### src/rxqhf_regs.vh
// Register map, field positions and reset values of the queue count and hash filter block
// Notes on behaviour
// - The upper byte of the frame count register reads the number of frames held when the receive flag was raised.
// - Software clears the receive flag by writing one, and the reported frame count is refreshed with that clear.
// - The low byte of the frame count register is a writable threshold that resets to zero.
// - With threshold enable set, the receive flag is set once the held frame count exceeds the threshold.
// - With the space monitor set, the space-available flag is raised once free transmit space reaches the request.
// - A CRC over the full destination address gives a six-bit index into a 64-bit hash table.
// - The top two index bits pick one of four 16-bit table words and the lower four pick the bit.
// - The hash lookup applies only in the hash-perfect filtering mode, code 5.
// - A set table bit accepts the frame.
// - A clear table bit discards a multicast frame; unicast frames are always accepted.
// - Accept-all or accept-multicast enable accepts every multicast frame regardless of the table.
// - The receive flag is edge-set when a frame is ready and cleared by writing one.
`ifndef RXQHF_REGS_VH
`define RXQHF_REGS_VH
`define RXQHF_OFS_FCOUNT 8'h9c
`define RXQHF_OFS_TXREQ 8'h9e
`define RXQHF_OFS_HASH0 8'ha0
`define RXQHF_OFS_HASH1 8'ha2
`define RXQHF_OFS_HASH2 8'ha4
`define RXQHF_OFS_HASH3 8'ha6
`define RXQHF_OFS_STATUS 8'h92
`define RXQHF_RST_FCOUNT 16'h0000
`define RXQHF_RST_COUNT 8'h00
`define RXQHF_RST_THRESH 8'h00
`define RXQHF_RST_TXREQ 16'h0000
`define RXQHF_RST_HASH 16'h0000
`define RXQHF_BIT_RXFLAG 13
`define RXQHF_BIT_TXFLAG 6
`define RXQHF_MODE_HASH 3'h5
`define RXQHF_CRC_POLY 32'h04c1_1db7
`define RXQHF_CRC_INIT 32'hffff_ffff
`endif

### src/rxqhf_core.v
// Frame count, transmit space request and multicast hash filter block
`timescale 1ns/1ps
`include "rxqhf_regs.vh"
module rxqhf_core #(
    parameter CNT_W = 8,
    parameter SPACE_W = 16
) (
    input wire clk_sys,
    input wire resetn,
    input wire [7:0] reg_addr,
    input wire [15:0] reg_wdata,
    input wire reg_wr,
    input wire reg_rd,
    output reg [15:0] reg_rdata,
    input wire [CNT_W-1:0] rx_frames_held,
    input wire rx_frame_ready,
    input wire threshold_enable,
    input wire mem_monitor_enable,
    input wire [SPACE_W-1:0] tx_free_space,
    input wire [2:0] filter_mode,
    input wire accept_all_enable,
    input wire accept_multicast_enable,
    input wire da_valid,
    input wire [47:0] da_addr,
    output reg da_done,
    output reg da_accept,
    output reg da_drop,
    output wire rx_flag,
    output wire tx_space_flag,
    output wire [SPACE_W-1:0] tx_space_request
);

    // Captured count, threshold and transmit request
    reg [7:0] rx_frame_count_r;
    reg [7:0] rx_frame_count_nxt;
    reg [7:0] rx_frame_threshold_r;
    reg [15:0] tx_next_frames_size_r;

    // Table words; word n holds table bits 16n to 16n+15
    reg [15:0] hash_word0_r;
    reg [15:0] hash_word1_r;
    reg [15:0] hash_word2_r;
    reg [15:0] hash_word3_r;
    wire [63:0] hash_table;

    // Sticky status flags and their next values
    reg rx_flag_r;
    reg rx_flag_nxt;
    reg tx_flag_r;
    reg tx_flag_nxt;

    // Delayed set levels for the edge detectors
    reg rx_set_d_r;
    reg space_ok_d_r;

    // Read data next value
    reg [15:0] rdata_nxt;

    // Filter verdict next values
    reg da_accept_nxt;
    reg da_drop_nxt;

    // CRC chain, one stage per destination address bit
    wire [31:0] crc_chain [0:48];
    wire [5:0] hidx;
    genvar g;

    // Address decode, shared by the write and read paths
    wire sel_fcount = (reg_addr == `RXQHF_OFS_FCOUNT);
    wire sel_txreq = (reg_addr == `RXQHF_OFS_TXREQ);
    wire sel_hash0 = (reg_addr == `RXQHF_OFS_HASH0);
    wire sel_hash1 = (reg_addr == `RXQHF_OFS_HASH1);
    wire sel_hash2 = (reg_addr == `RXQHF_OFS_HASH2);
    wire sel_hash3 = (reg_addr == `RXQHF_OFS_HASH3);
    wire sel_status = (reg_addr == `RXQHF_OFS_STATUS);

    // Write enables; the captured count byte has none, it is read only
    wire wr_fcount = reg_wr && sel_fcount;
    wire wr_txreq = reg_wr && sel_txreq;
    wire wr_hash0 = reg_wr && sel_hash0;
    wire wr_hash1 = reg_wr && sel_hash1;
    wire wr_hash2 = reg_wr && sel_hash2;
    wire wr_hash3 = reg_wr && sel_hash3;
    wire wr_status = reg_wr && sel_status;

    // Write-one-to-clear requests for the two flags
    wire clr_rx = wr_status && reg_wdata[`RXQHF_BIT_RXFLAG];
    wire clr_tx = wr_status && reg_wdata[`RXQHF_BIT_TXFLAG];

    // Low byte of the live count; the register field is one byte wide
    wire [7:0] held8 = rx_frames_held[7:0];

    // Threshold crossing, compared every cycle while enabled
    wire thr_hit = threshold_enable && (held8 > rx_frame_threshold_r);

    // Either source may raise the receive flag
    wire rx_set_lvl = thr_hit || rx_frame_ready;

    // Rising edge only; a level that stays high after a clear raises nothing
    wire rx_set = rx_set_lvl && !rx_set_d_r;

    // Space check against the request; equal is enough
    wire space_ok = mem_monitor_enable && (tx_free_space >= tx_next_frames_size_r);
    wire tx_set = space_ok && !space_ok_d_r;

    // Group bit is the first bit on the wire, bit 0 of the first byte
    wire is_mcast = da_addr[0];

    // Filter qualifiers
    wire mcast_open = accept_all_enable || accept_multicast_enable;
    wire mode_is_hash = (filter_mode == `RXQHF_MODE_HASH);
    wire hash_hit = hash_table[hidx];

    // Status word as software reads it, flags at their bit positions
    wire [15:0] status_word = {2'b00, rx_flag_r, 6'h00, tx_flag_r, 6'h00};

    // Outputs come straight from flip-flops
    assign rx_flag = rx_flag_r;
    assign tx_space_flag = tx_flag_r;
    assign tx_space_request = tx_next_frames_size_r;
    assign hash_table = {hash_word3_r, hash_word2_r, hash_word1_r, hash_word0_r};

    // Receive flag next value; a set in the clear cycle wins so no event is lost
    always @* begin
        rx_flag_nxt = rx_flag_r;
        rx_frame_count_nxt = rx_frame_count_r;
        if (rx_set) begin
            rx_flag_nxt = 1'b1;
            rx_frame_count_nxt = held8;
        end else if (clr_rx) begin
            rx_flag_nxt = 1'b0;
            rx_frame_count_nxt = held8;
        end
    end

    // Space flag next value, same set-wins priority
    always @* begin
        tx_flag_nxt = tx_flag_r;
        if (tx_set) begin
            tx_flag_nxt = 1'b1;
        end else if (clr_tx) begin
            tx_flag_nxt = 1'b0;
        end
    end

    // Receive flag and its edge detector
    always @(posedge clk_sys) begin
        if (!resetn) begin
            rx_flag_r <= 1'b0;
            rx_set_d_r <= 1'b0;
        end else begin
            rx_flag_r <= rx_flag_nxt;
            rx_set_d_r <= rx_set_lvl;
        end
    end

    // Space flag and its edge detector
    always @(posedge clk_sys) begin
        if (!resetn) begin
            tx_flag_r <= 1'b0;
            space_ok_d_r <= 1'b0;
        end else begin
            tx_flag_r <= tx_flag_nxt;
            space_ok_d_r <= space_ok;
        end
    end

    // Captured count; frozen between events so software sees a stable value
    always @(posedge clk_sys) begin
        if (!resetn) begin
            rx_frame_count_r <= `RXQHF_RST_COUNT;
        end else begin
            rx_frame_count_r <= rx_frame_count_nxt;
        end
    end

    // Threshold byte; the upper byte at this offset is read only and ignored
    always @(posedge clk_sys) begin
        if (!resetn) begin
            rx_frame_threshold_r <= `RXQHF_RST_THRESH;
        end else if (wr_fcount) begin
            rx_frame_threshold_r <= reg_wdata[7:0];
        end
    end

    // Transmit space request, in 32-bit word units
    always @(posedge clk_sys) begin
        if (!resetn) begin
            tx_next_frames_size_r <= `RXQHF_RST_TXREQ;
        end else if (wr_txreq) begin
            tx_next_frames_size_r <= reg_wdata;
        end
    end

    // Table word 0, table bits 15 to 0
    always @(posedge clk_sys) begin
        if (!resetn) begin
            hash_word0_r <= `RXQHF_RST_HASH;
        end else if (wr_hash0) begin
            hash_word0_r <= reg_wdata;
        end
    end

    // Table word 1, table bits 31 to 16
    always @(posedge clk_sys) begin
        if (!resetn) begin
            hash_word1_r <= `RXQHF_RST_HASH;
        end else if (wr_hash1) begin
            hash_word1_r <= reg_wdata;
        end
    end

    // Table word 2, table bits 47 to 32
    always @(posedge clk_sys) begin
        if (!resetn) begin
            hash_word2_r <= `RXQHF_RST_HASH;
        end else if (wr_hash2) begin
            hash_word2_r <= reg_wdata;
        end
    end

    // Table word 3, table bits 63 to 48
    always @(posedge clk_sys) begin
        if (!resetn) begin
            hash_word3_r <= `RXQHF_RST_HASH;
        end else if (wr_hash3) begin
            hash_word3_r <= reg_wdata;
        end
    end

    // Read multiplexer; unmapped offsets and idle cycles read zero
    always @* begin
        rdata_nxt = 16'h0000;
        if (reg_rd) begin
            if (sel_fcount) begin
                rdata_nxt = {rx_frame_count_r, rx_frame_threshold_r};
            end else if (sel_txreq) begin
                rdata_nxt = tx_next_frames_size_r;
            end else if (sel_hash0) begin
                rdata_nxt = hash_word0_r;
            end else if (sel_hash1) begin
                rdata_nxt = hash_word1_r;
            end else if (sel_hash2) begin
                rdata_nxt = hash_word2_r;
            end else if (sel_hash3) begin
                rdata_nxt = hash_word3_r;
            end else if (sel_status) begin
                rdata_nxt = status_word;
            end else begin
                rdata_nxt = 16'h0000;
            end
        end
    end

    // Read data stands only in the cycle after the strobe
    always @(posedge clk_sys) begin
        if (!resetn) begin
            reg_rdata <= 16'h0000;
        end else begin
            reg_rdata <= rdata_nxt;
        end
    end

    // Serial CRC unrolled over the 48 address bits in wire order, no final inversion
    assign crc_chain[0] = `RXQHF_CRC_INIT;
    generate
        for (g = 0; g < 48; g = g + 1) begin : g_crc
            // Feedback bit decides whether the polynomial is folded in
            wire fb = crc_chain[g][31] ^ da_addr[g];
            assign crc_chain[g + 1] = fb ? ({crc_chain[g][30:0], 1'b0} ^ `RXQHF_CRC_POLY) : {crc_chain[g][30:0], 1'b0};
        end
    endgenerate

    // Index from the six most significant bits; long path, one address per cycle
    assign hidx = crc_chain[48][31:26];

    // Filter verdict; only group frames in hash mode can be dropped
    always @* begin
        da_accept_nxt = 1'b0;
        da_drop_nxt = 1'b0;
        if (da_valid) begin
            if (!is_mcast) begin
                da_accept_nxt = 1'b1;
            end else if (mcast_open) begin
                da_accept_nxt = 1'b1;
            end else if (mode_is_hash) begin
                if (hash_hit) begin
                    da_accept_nxt = 1'b1;
                end else begin
                    da_drop_nxt = 1'b1;
                end
            end else begin
                da_accept_nxt = 1'b1;
            end
        end
    end

    // Verdict outputs registered one cycle after da_valid
    always @(posedge clk_sys) begin
        if (!resetn) begin
            da_done <= 1'b0;
            da_accept <= 1'b0;
            da_drop <= 1'b0;
        end else begin
            da_done <= da_valid;
            da_accept <= da_accept_nxt;
            da_drop <= da_drop_nxt;
        end
    end

endmodule // rxqhf_core

### config.mk
export PLATFORM = sky130hd
export DESIGN_NAME = rxqhf_core
export DESIGN_NICKNAME = d
export VERILOG_FILES = /design/src/rxqhf_core.v
export VERILOG_INCLUDE_DIRS = /design/src /design/src/src
export SDC_FILE = /design/constraint.sdc
export NUM_CORES = 1
export LEC_CHECK = 0
export BUFFER_PORTS_ARGS = -buffer_cell sky130_fd_sc_hd__buf_2
export CORE_UTILIZATION = 52
export DETAILED_ROUTE_END_ITERATION = 7
export PLACE_DENSITY_LB_ADDON = 0.1
export SLEW_MARGIN = 20
export SYNTH_ARGS = -nofsm -noshare
export SYNTH_HDL_FRONTEND = slang
export SYNTH_SLANG_ARGS = --single-unit
### constraint.sdc
create_clock -name clk_sys -period 6.27 [get_ports clk_sys]
set_input_delay 0.9405 -clock clk_sys [delete_from_list [all_inputs] [get_ports clk_sys]]
set_output_delay 0.9405 -clock clk_sys [all_outputs]
set_load 0.01 [all_outputs]
After elaboration in Yosys (flattened, before gate mapping)
Cells that the tools add are included.
Widths: inputs -> output; s select.
{"block": "op_classes", "order_cmp": 3, "n_eq_ne": 8, "mux": 68, "bitwise_logic": 98, "reduce_logical": 22}
{"op": "$mux 27", "n": 48}
{"op": "$not 14->14", "n": 47}
{"op": "$mux 16", "n": 6}
{"op": "$eq 8x8->1 const B", "n": 7}
{"op": "$xor 1x1->1", "n": 42}
{"op": "$ge 16x16->1", "n": 1}
{"op": "$mux 8", "n": 2}
{"op": "$mux 14", "n": 1}
{"op": "$logic_and 1x1->1", "n": 13}
{"op": "$mux 1", "n": 10}
{"op": "$gt 8x8->1", "n": 1}
{"op": "$lt 6x7->1 const B", "n": 1}
{"op": "$bmux 1 s6", "n": 1}
{"op": "$reduce_or 5->1", "n": 1}
{"op": "$xor 1x1->1 const A", "n": 5}
{"op": "$not 1->1", "n": 4}
{"op": "$reduce_and 2->1", "n": 2}
{"op": "$reduce_bool 2->1", "n": 2}
{"op": "$eq 3x3->1 const B", "n": 1}
{"op": "$logic_not 1->1", "n": 2}
{"op": "$logic_or 1x1->1", "n": 2}
{"block": "word_totals", "ff_bits": 119, "input_bits": 109, "out_inout_bits": 37, "word_cells": 214}

Depth between registers and ports, before layout
{"block": "logic_depth", "depth_word": 101, "ltp_mapped": 19, "mapped_depth_nobuf": 19}

Worst setup path before layout
Ideal clock, no wire load.
{"block": "synth_timing", "path_kind": "input to register", "start": "input port da_addr[2]", "end": "register da_drop", "setup_time_ns": 0.059, "t_arrival_ns": 5.826, "required_time_ns": 6.211, "path_slack_ns": 0.385, "cell_stages": 18, "path_buffers": 1, "cell_sequence": "buf_4 -> xnor3_2 -> xnor2_4 -> xnor2_4 -> xnor3_2 -> xnor3_2 -> xnor3_2 -> xnor2_2 -> xnor3_2 -> xnor2_4 -> xor2_4 -> mux2_4 -> a2111oi_0 -> o21ai_1 -> nor4_2 -> a41oi_1 -> o21ai_1 -> and2_1"}
{"block": "synth_via", "elab_chain_len": 62, "elab_cells_between_ends": 128, "cone_classes": "mux (49); bitwise (79)"}
{"item": "start: declaration", "line_no": "rxqhf_core.v:24", "rtl": "input wire [47:0] da_addr,"}
{"item": "$xor 1x1->1 (*)", "line_no": "rxqhf_core.v:269", "rtl": "wire fb = crc_chain[g][31] ^ da_addr[g];"}
{"item": "$mux 27 (*)", "line_no": "rxqhf_core.v:270", "rtl": "assign crc_chain[g + 1] = fb ? ({crc_chain[g][30:0], 1'b0} ^ `RXQHF_CRC_POLY) : {crc_chain[g][30:0], 1'b0};"}
{"item": "$mux 27 / $not 14->14 (equally long branches) (2 in series)"}
{"item": "$mux 27", "line_no": "rxqhf_core.v:270"}
{"item": "$not 14->14 (no source line) / $mux 27 (equally long branches)"}
{"item": "$mux 27", "line_no": "rxqhf_core.v:270"}
{"item": "$mux 27 / $not 14->14 (equally long branches) (2 in series)"}
{"item": "$mux 27", "line_no": "rxqhf_core.v:270"}
{"item": "(+42 left out)"}
{"item": "$mux 27", "line_no": "rxqhf_core.v:270"}
{"item": "$not 14->14 (no source line)"}
{"item": "$mux 27 (3 in series)", "line_no": "rxqhf_core.v:270"}
{"item": "$not 14->14 (no source line)"}
{"item": "$mux 27", "line_no": "rxqhf_core.v:270"}
{"item": "$bmux 1 s6 (*)", "line_no": "rxqhf_core.v:112", "rtl": "wire hash_hit = hash_table[hidx];"}
{"item": "$mux 1 (implied by the code) (*)", "line_no": "rxqhf_core.v:112"}
{"item": "$mux 1 (*)", "line_no": "rxqhf_core.v:287", "rtl": "if (hash_hit) begin"}
{"item": "end signal: assignment", "line_no": "rxqhf_core.v:307", "rtl": "da_drop <= da_drop_nxt;"}
{"item": "end: declaration", "line_no": "rxqhf_core.v:27", "rtl": "output reg da_drop,"}
Every way passes the cells marked *; elsewhere a longest branch is shown, timed or not. The select of a mux whose other input is x is not followed.
A chain may end at the register's enable or synchronous reset.

Worst setup path in the final report
{"block": "layout_timing", "start": "input port da_addr[1]", "end": "register da_drop"}
{"block": "layout_via", "elab_chain_len": 64, "elab_cells_between_ends": 131, "cone_classes": "mux (50); bitwise (81)"}
{"item": "$xor 1x1->1 (*)", "line_no": "rxqhf_core.v:269"}
{"item": "$mux 27 (*)", "line_no": "rxqhf_core.v:270"}
{"item": "$mux 27 / $not 14->14 (equally long branches) (3 in series)"}
{"item": "$not 14->14 (no source line) / $mux 27 (equally long branches)"}
{"item": "$mux 27", "line_no": "rxqhf_core.v:270"}
{"item": "$mux 27 / $not 14->14 (equally long branches) (4 in series)"}
{"item": "$mux 27", "line_no": "rxqhf_core.v:270"}
{"item": "$not 14->14 (no source line) / $mux 27 (equally long branches)"}
{"item": "(+41 left out)"}
{"item": "$mux 27", "line_no": "rxqhf_core.v:270"}
{"item": "$not 14->14 (no source line)"}
{"item": "$mux 27 (3 in series)", "line_no": "rxqhf_core.v:270"}
{"item": "$not 14->14 (no source line)"}
{"item": "$mux 27", "line_no": "rxqhf_core.v:270"}
{"item": "$bmux 1 s6 (*)", "line_no": "rxqhf_core.v:112"}
{"item": "$mux 1 (implied by the code) (*)", "line_no": "rxqhf_core.v:112"}
{"item": "$mux 1 (*)", "line_no": "rxqhf_core.v:287"}
Marked as above.

==> results.toml <==
[clock_tree]
cts_root_buffer = "clkbuf_16"
cts_num_sinks = 119
clk-insertion-delay-late_ns = 0.42
h-tree-depth = 4
cts_resized = 0
cts_setup_buffers = 0
cts.path.max_buffers = 2
cts_hold_buf = 0
cts_buffers = 17
cts_tree = "done"
clkTransAtPathRegs_ns = 0.05

[sta]
hold_slack_ns = 0.413
finalHoldViolations = 0
finalCriticalPeriod_ns = 5.76
tightestPinTransition_ns = 1.13
setup_violations = 0
maxSlewHeadroom = 0.240
drv_slew = 0
rsz0062_at_grt = "false"
skew_ns = 0.00926
fmax_mhz = 174
fin_crit_sh = 0.918
fin_setup_tns_ns = 0

[worst_setup_path]
path_common_cell = "xnor3_2"
cp_top_family = "XOR/XNOR gates"
cp_data_arrival_time_ns = 6.12
crit_fanout = 27
critPathMaxStageDelay_ns = 0.52
path_buf_inv = 2
critical_path_class = "in2reg"
crit_slowest_cell = "xnor3_2"
crit_chain = "buf_2, xor2_1, xnor2_2, xor2_1, xnor3_2, xnor3_2, xnor3_2, xnor2_2, xnor3_2, xnor2_4, xor2_4, buf_12, mux2_1, nand2_1, o221ai_1, nor4_1, a21oi_1, o21ai_1, and2_1"
end_kind = "flip-flop"
start_kind = "primary input"
required_ns = 6.64

[layout]
area_growth_pct = 18.7
layout.nets = 1237
drive_above_1_share = 0.199
diodes = 0
nFillCells = 1400

[logic_synthesis]
synth_top_flop_cell = "dfxtp_1"
yosys_warnings = 0
netlist_area_um2 = 8640
synth-edff-count = 0
synthCells = 967
async_reset_ff_frac = 0
yosysSeqAreaShare = 0.276
ys_ff_latch = 119
syn_area_per_cell_um2 = 8.93
synthesis.nets = 1100
synth_cell_types = 54

[global_routing]
grt-ovfl-total = 0
globalRouteTotalUtil = 0.306
antenna_found_initial = 0
grt_pass1_vias = 6983
grt_first_pass_wirelength_um = 38900
grt_max_degree = 103

[floorplan]
row_count = 46
die_w_um = 131
die-area_um2 = 17100
io_pins = 146
die_h_um = 131
coreArea_um2 = 16100
start_util = 0.538

[min_path]
min-delay-path-class = "reg2reg"

[status]
outcome = "finished clean"

[route]
wl_um = 25000
routedWlPerCell_um = 18.8
drc = 0
drt-initial-drc-count = 686
vias_per_cell = 5.53
vias = 7365
ant_nets = 0
dr.pass1.iters = 8

[job]
drv_cap = 0

[place]
hpwl_um = 18800
gp_congestion = 0.936
portBuffers = 145
-- per-stage QoR --
step	worst slack [ns]	util	instance area [µm²]	instances
global placement	0.228	0.599	9620	1301
CTS	0.567	0.638	10300	1332
finish	0.511	0.638	10300	1332
detailed placement	0.132	0.599	9620	1301
global route	0.232	0.638	10300	1332
floorplan	0.385	-	8640	967
-- path summary, 6_finish.rpt --
path / startpoint / end / slack, ns / depth (start not counted)
setup / recovery: da_addr[1] / da_drop / 0.51 / 19
hold / removal: space_ok_d_r / tx_space_flag / 0.41 / 1
setup reg to reg: tx_space_request[0] / tx_space_flag / 2.63 / 18
hold reg to reg: space_ok_d_r / tx_space_flag / 0.41 / 1
-- routing by layer --
layer  track usage  vias up  routed length (µm)
met4        0.0892        0                 440
met5             0        -                   0
met3        0.0517       41                1460
li1              -     3556                   -
met1         0.421     3454               11600
met2         0.491      314               11500
-- state kept, by name, indices dropped and copies added, names as in the netlist --
register,cells
hash_word0_r,16
hash_word1_r,16
hash_word2_r,16
hash_word3_r,16
reg_rdata,16
tx_space_request,16
rx_frame_count_r,8
rx_frame_threshold_r,8
da_accept,1
da_done,1
da_drop,1
rx_flag,1
rx_set_d_r,1
space_ok_d_r,1
tx_space_flag,1
-- synthesized netlist by cell type, types with 4 or more instances --
library cell,count,share of area
a21boi_0,88,0.076
a21o_1,15,0.013
a21oi_1,20,0.012
a222oi_1,5,0.0058
a22oi_1,33,0.029
and2_1,4,0.0029
buf_2,4,0.0023
clkbuf_1,39,0.017
dfxtp_1,119,0.28
ha_1,24,0.035
inv_1,26,0.011
mux2i_1,29,0.034
nand2_1,201,0.087
nand2b_1,5,0.0036
nand3_1,26,0.015
nor2_1,17,0.0074
nor2b_1,12,0.0087
nor3_1,12,0.0070
nor4_1,5,0.0036
o21ai_0,19,0.011
o22ai_1,6,0.0043
xnor2_1,129,0.13
xnor2_2,4,0.0075
xnor2_4,4,0.013
xnor3_1,30,0.078
xnor3_2,5,0.014
xor2_1,43,0.044
xor3_1,4,0.011
-- placed cells by master (no fill, tap or decap), drive strengths merged, types with 5 or more instances in the layout --
cell type  netlist  final
xnor2          137    137
nor2b           12     12
clkinv           0      5
o21ai           22     22
nor4             6      6
mux2i           29     29
nand3           26     26
a21boi          88     88
inv             26     26
buf             10    167
nor3            12     12
a21o            15     15
a22oi           33     33
xnor3           35     35
o22ai            6      6
ha              24     24
a222oi           5      5
nand2          201    201
mux2             5      5
xor2            45     45
a21oi           20     20
dfxtp          119    119
clkbuf          39     21
nor2            17     17
bufinv           0      5
nand2b           5      5
-- logic make-up (layout without fill, tap and decap cells) --
logic type,after synthesis,after routing,synth area share
AOI/OAI and AO/OA,202,202,0.165
adders and majority gates,24,24,0.0348
DFF,119,119,0.276
muxes,34,34,0.0405
buffers and inverters,75,224,0.0375
xor gates and xnor gates,221,221,0.303
and+or+nand+nor,292,292,0.144
-- area by class of cell --
class                           count  area (µm²)  share of cell area
Clock inverter                     10         175              0.0171
Inverter                           26        97.6             0.00952
Sequential cell                   119        2380               0.232
Tap cell                          216         270              0.0264
Multi-Input combinational cell    773        5960               0.581
Clock buffer                       21         460              0.0449
Timing Repair Buffer              167         906              0.0884
Power is not shown: default switching activity piles up to over one toggle a cycle in this logic, so the estimate is an artifact.
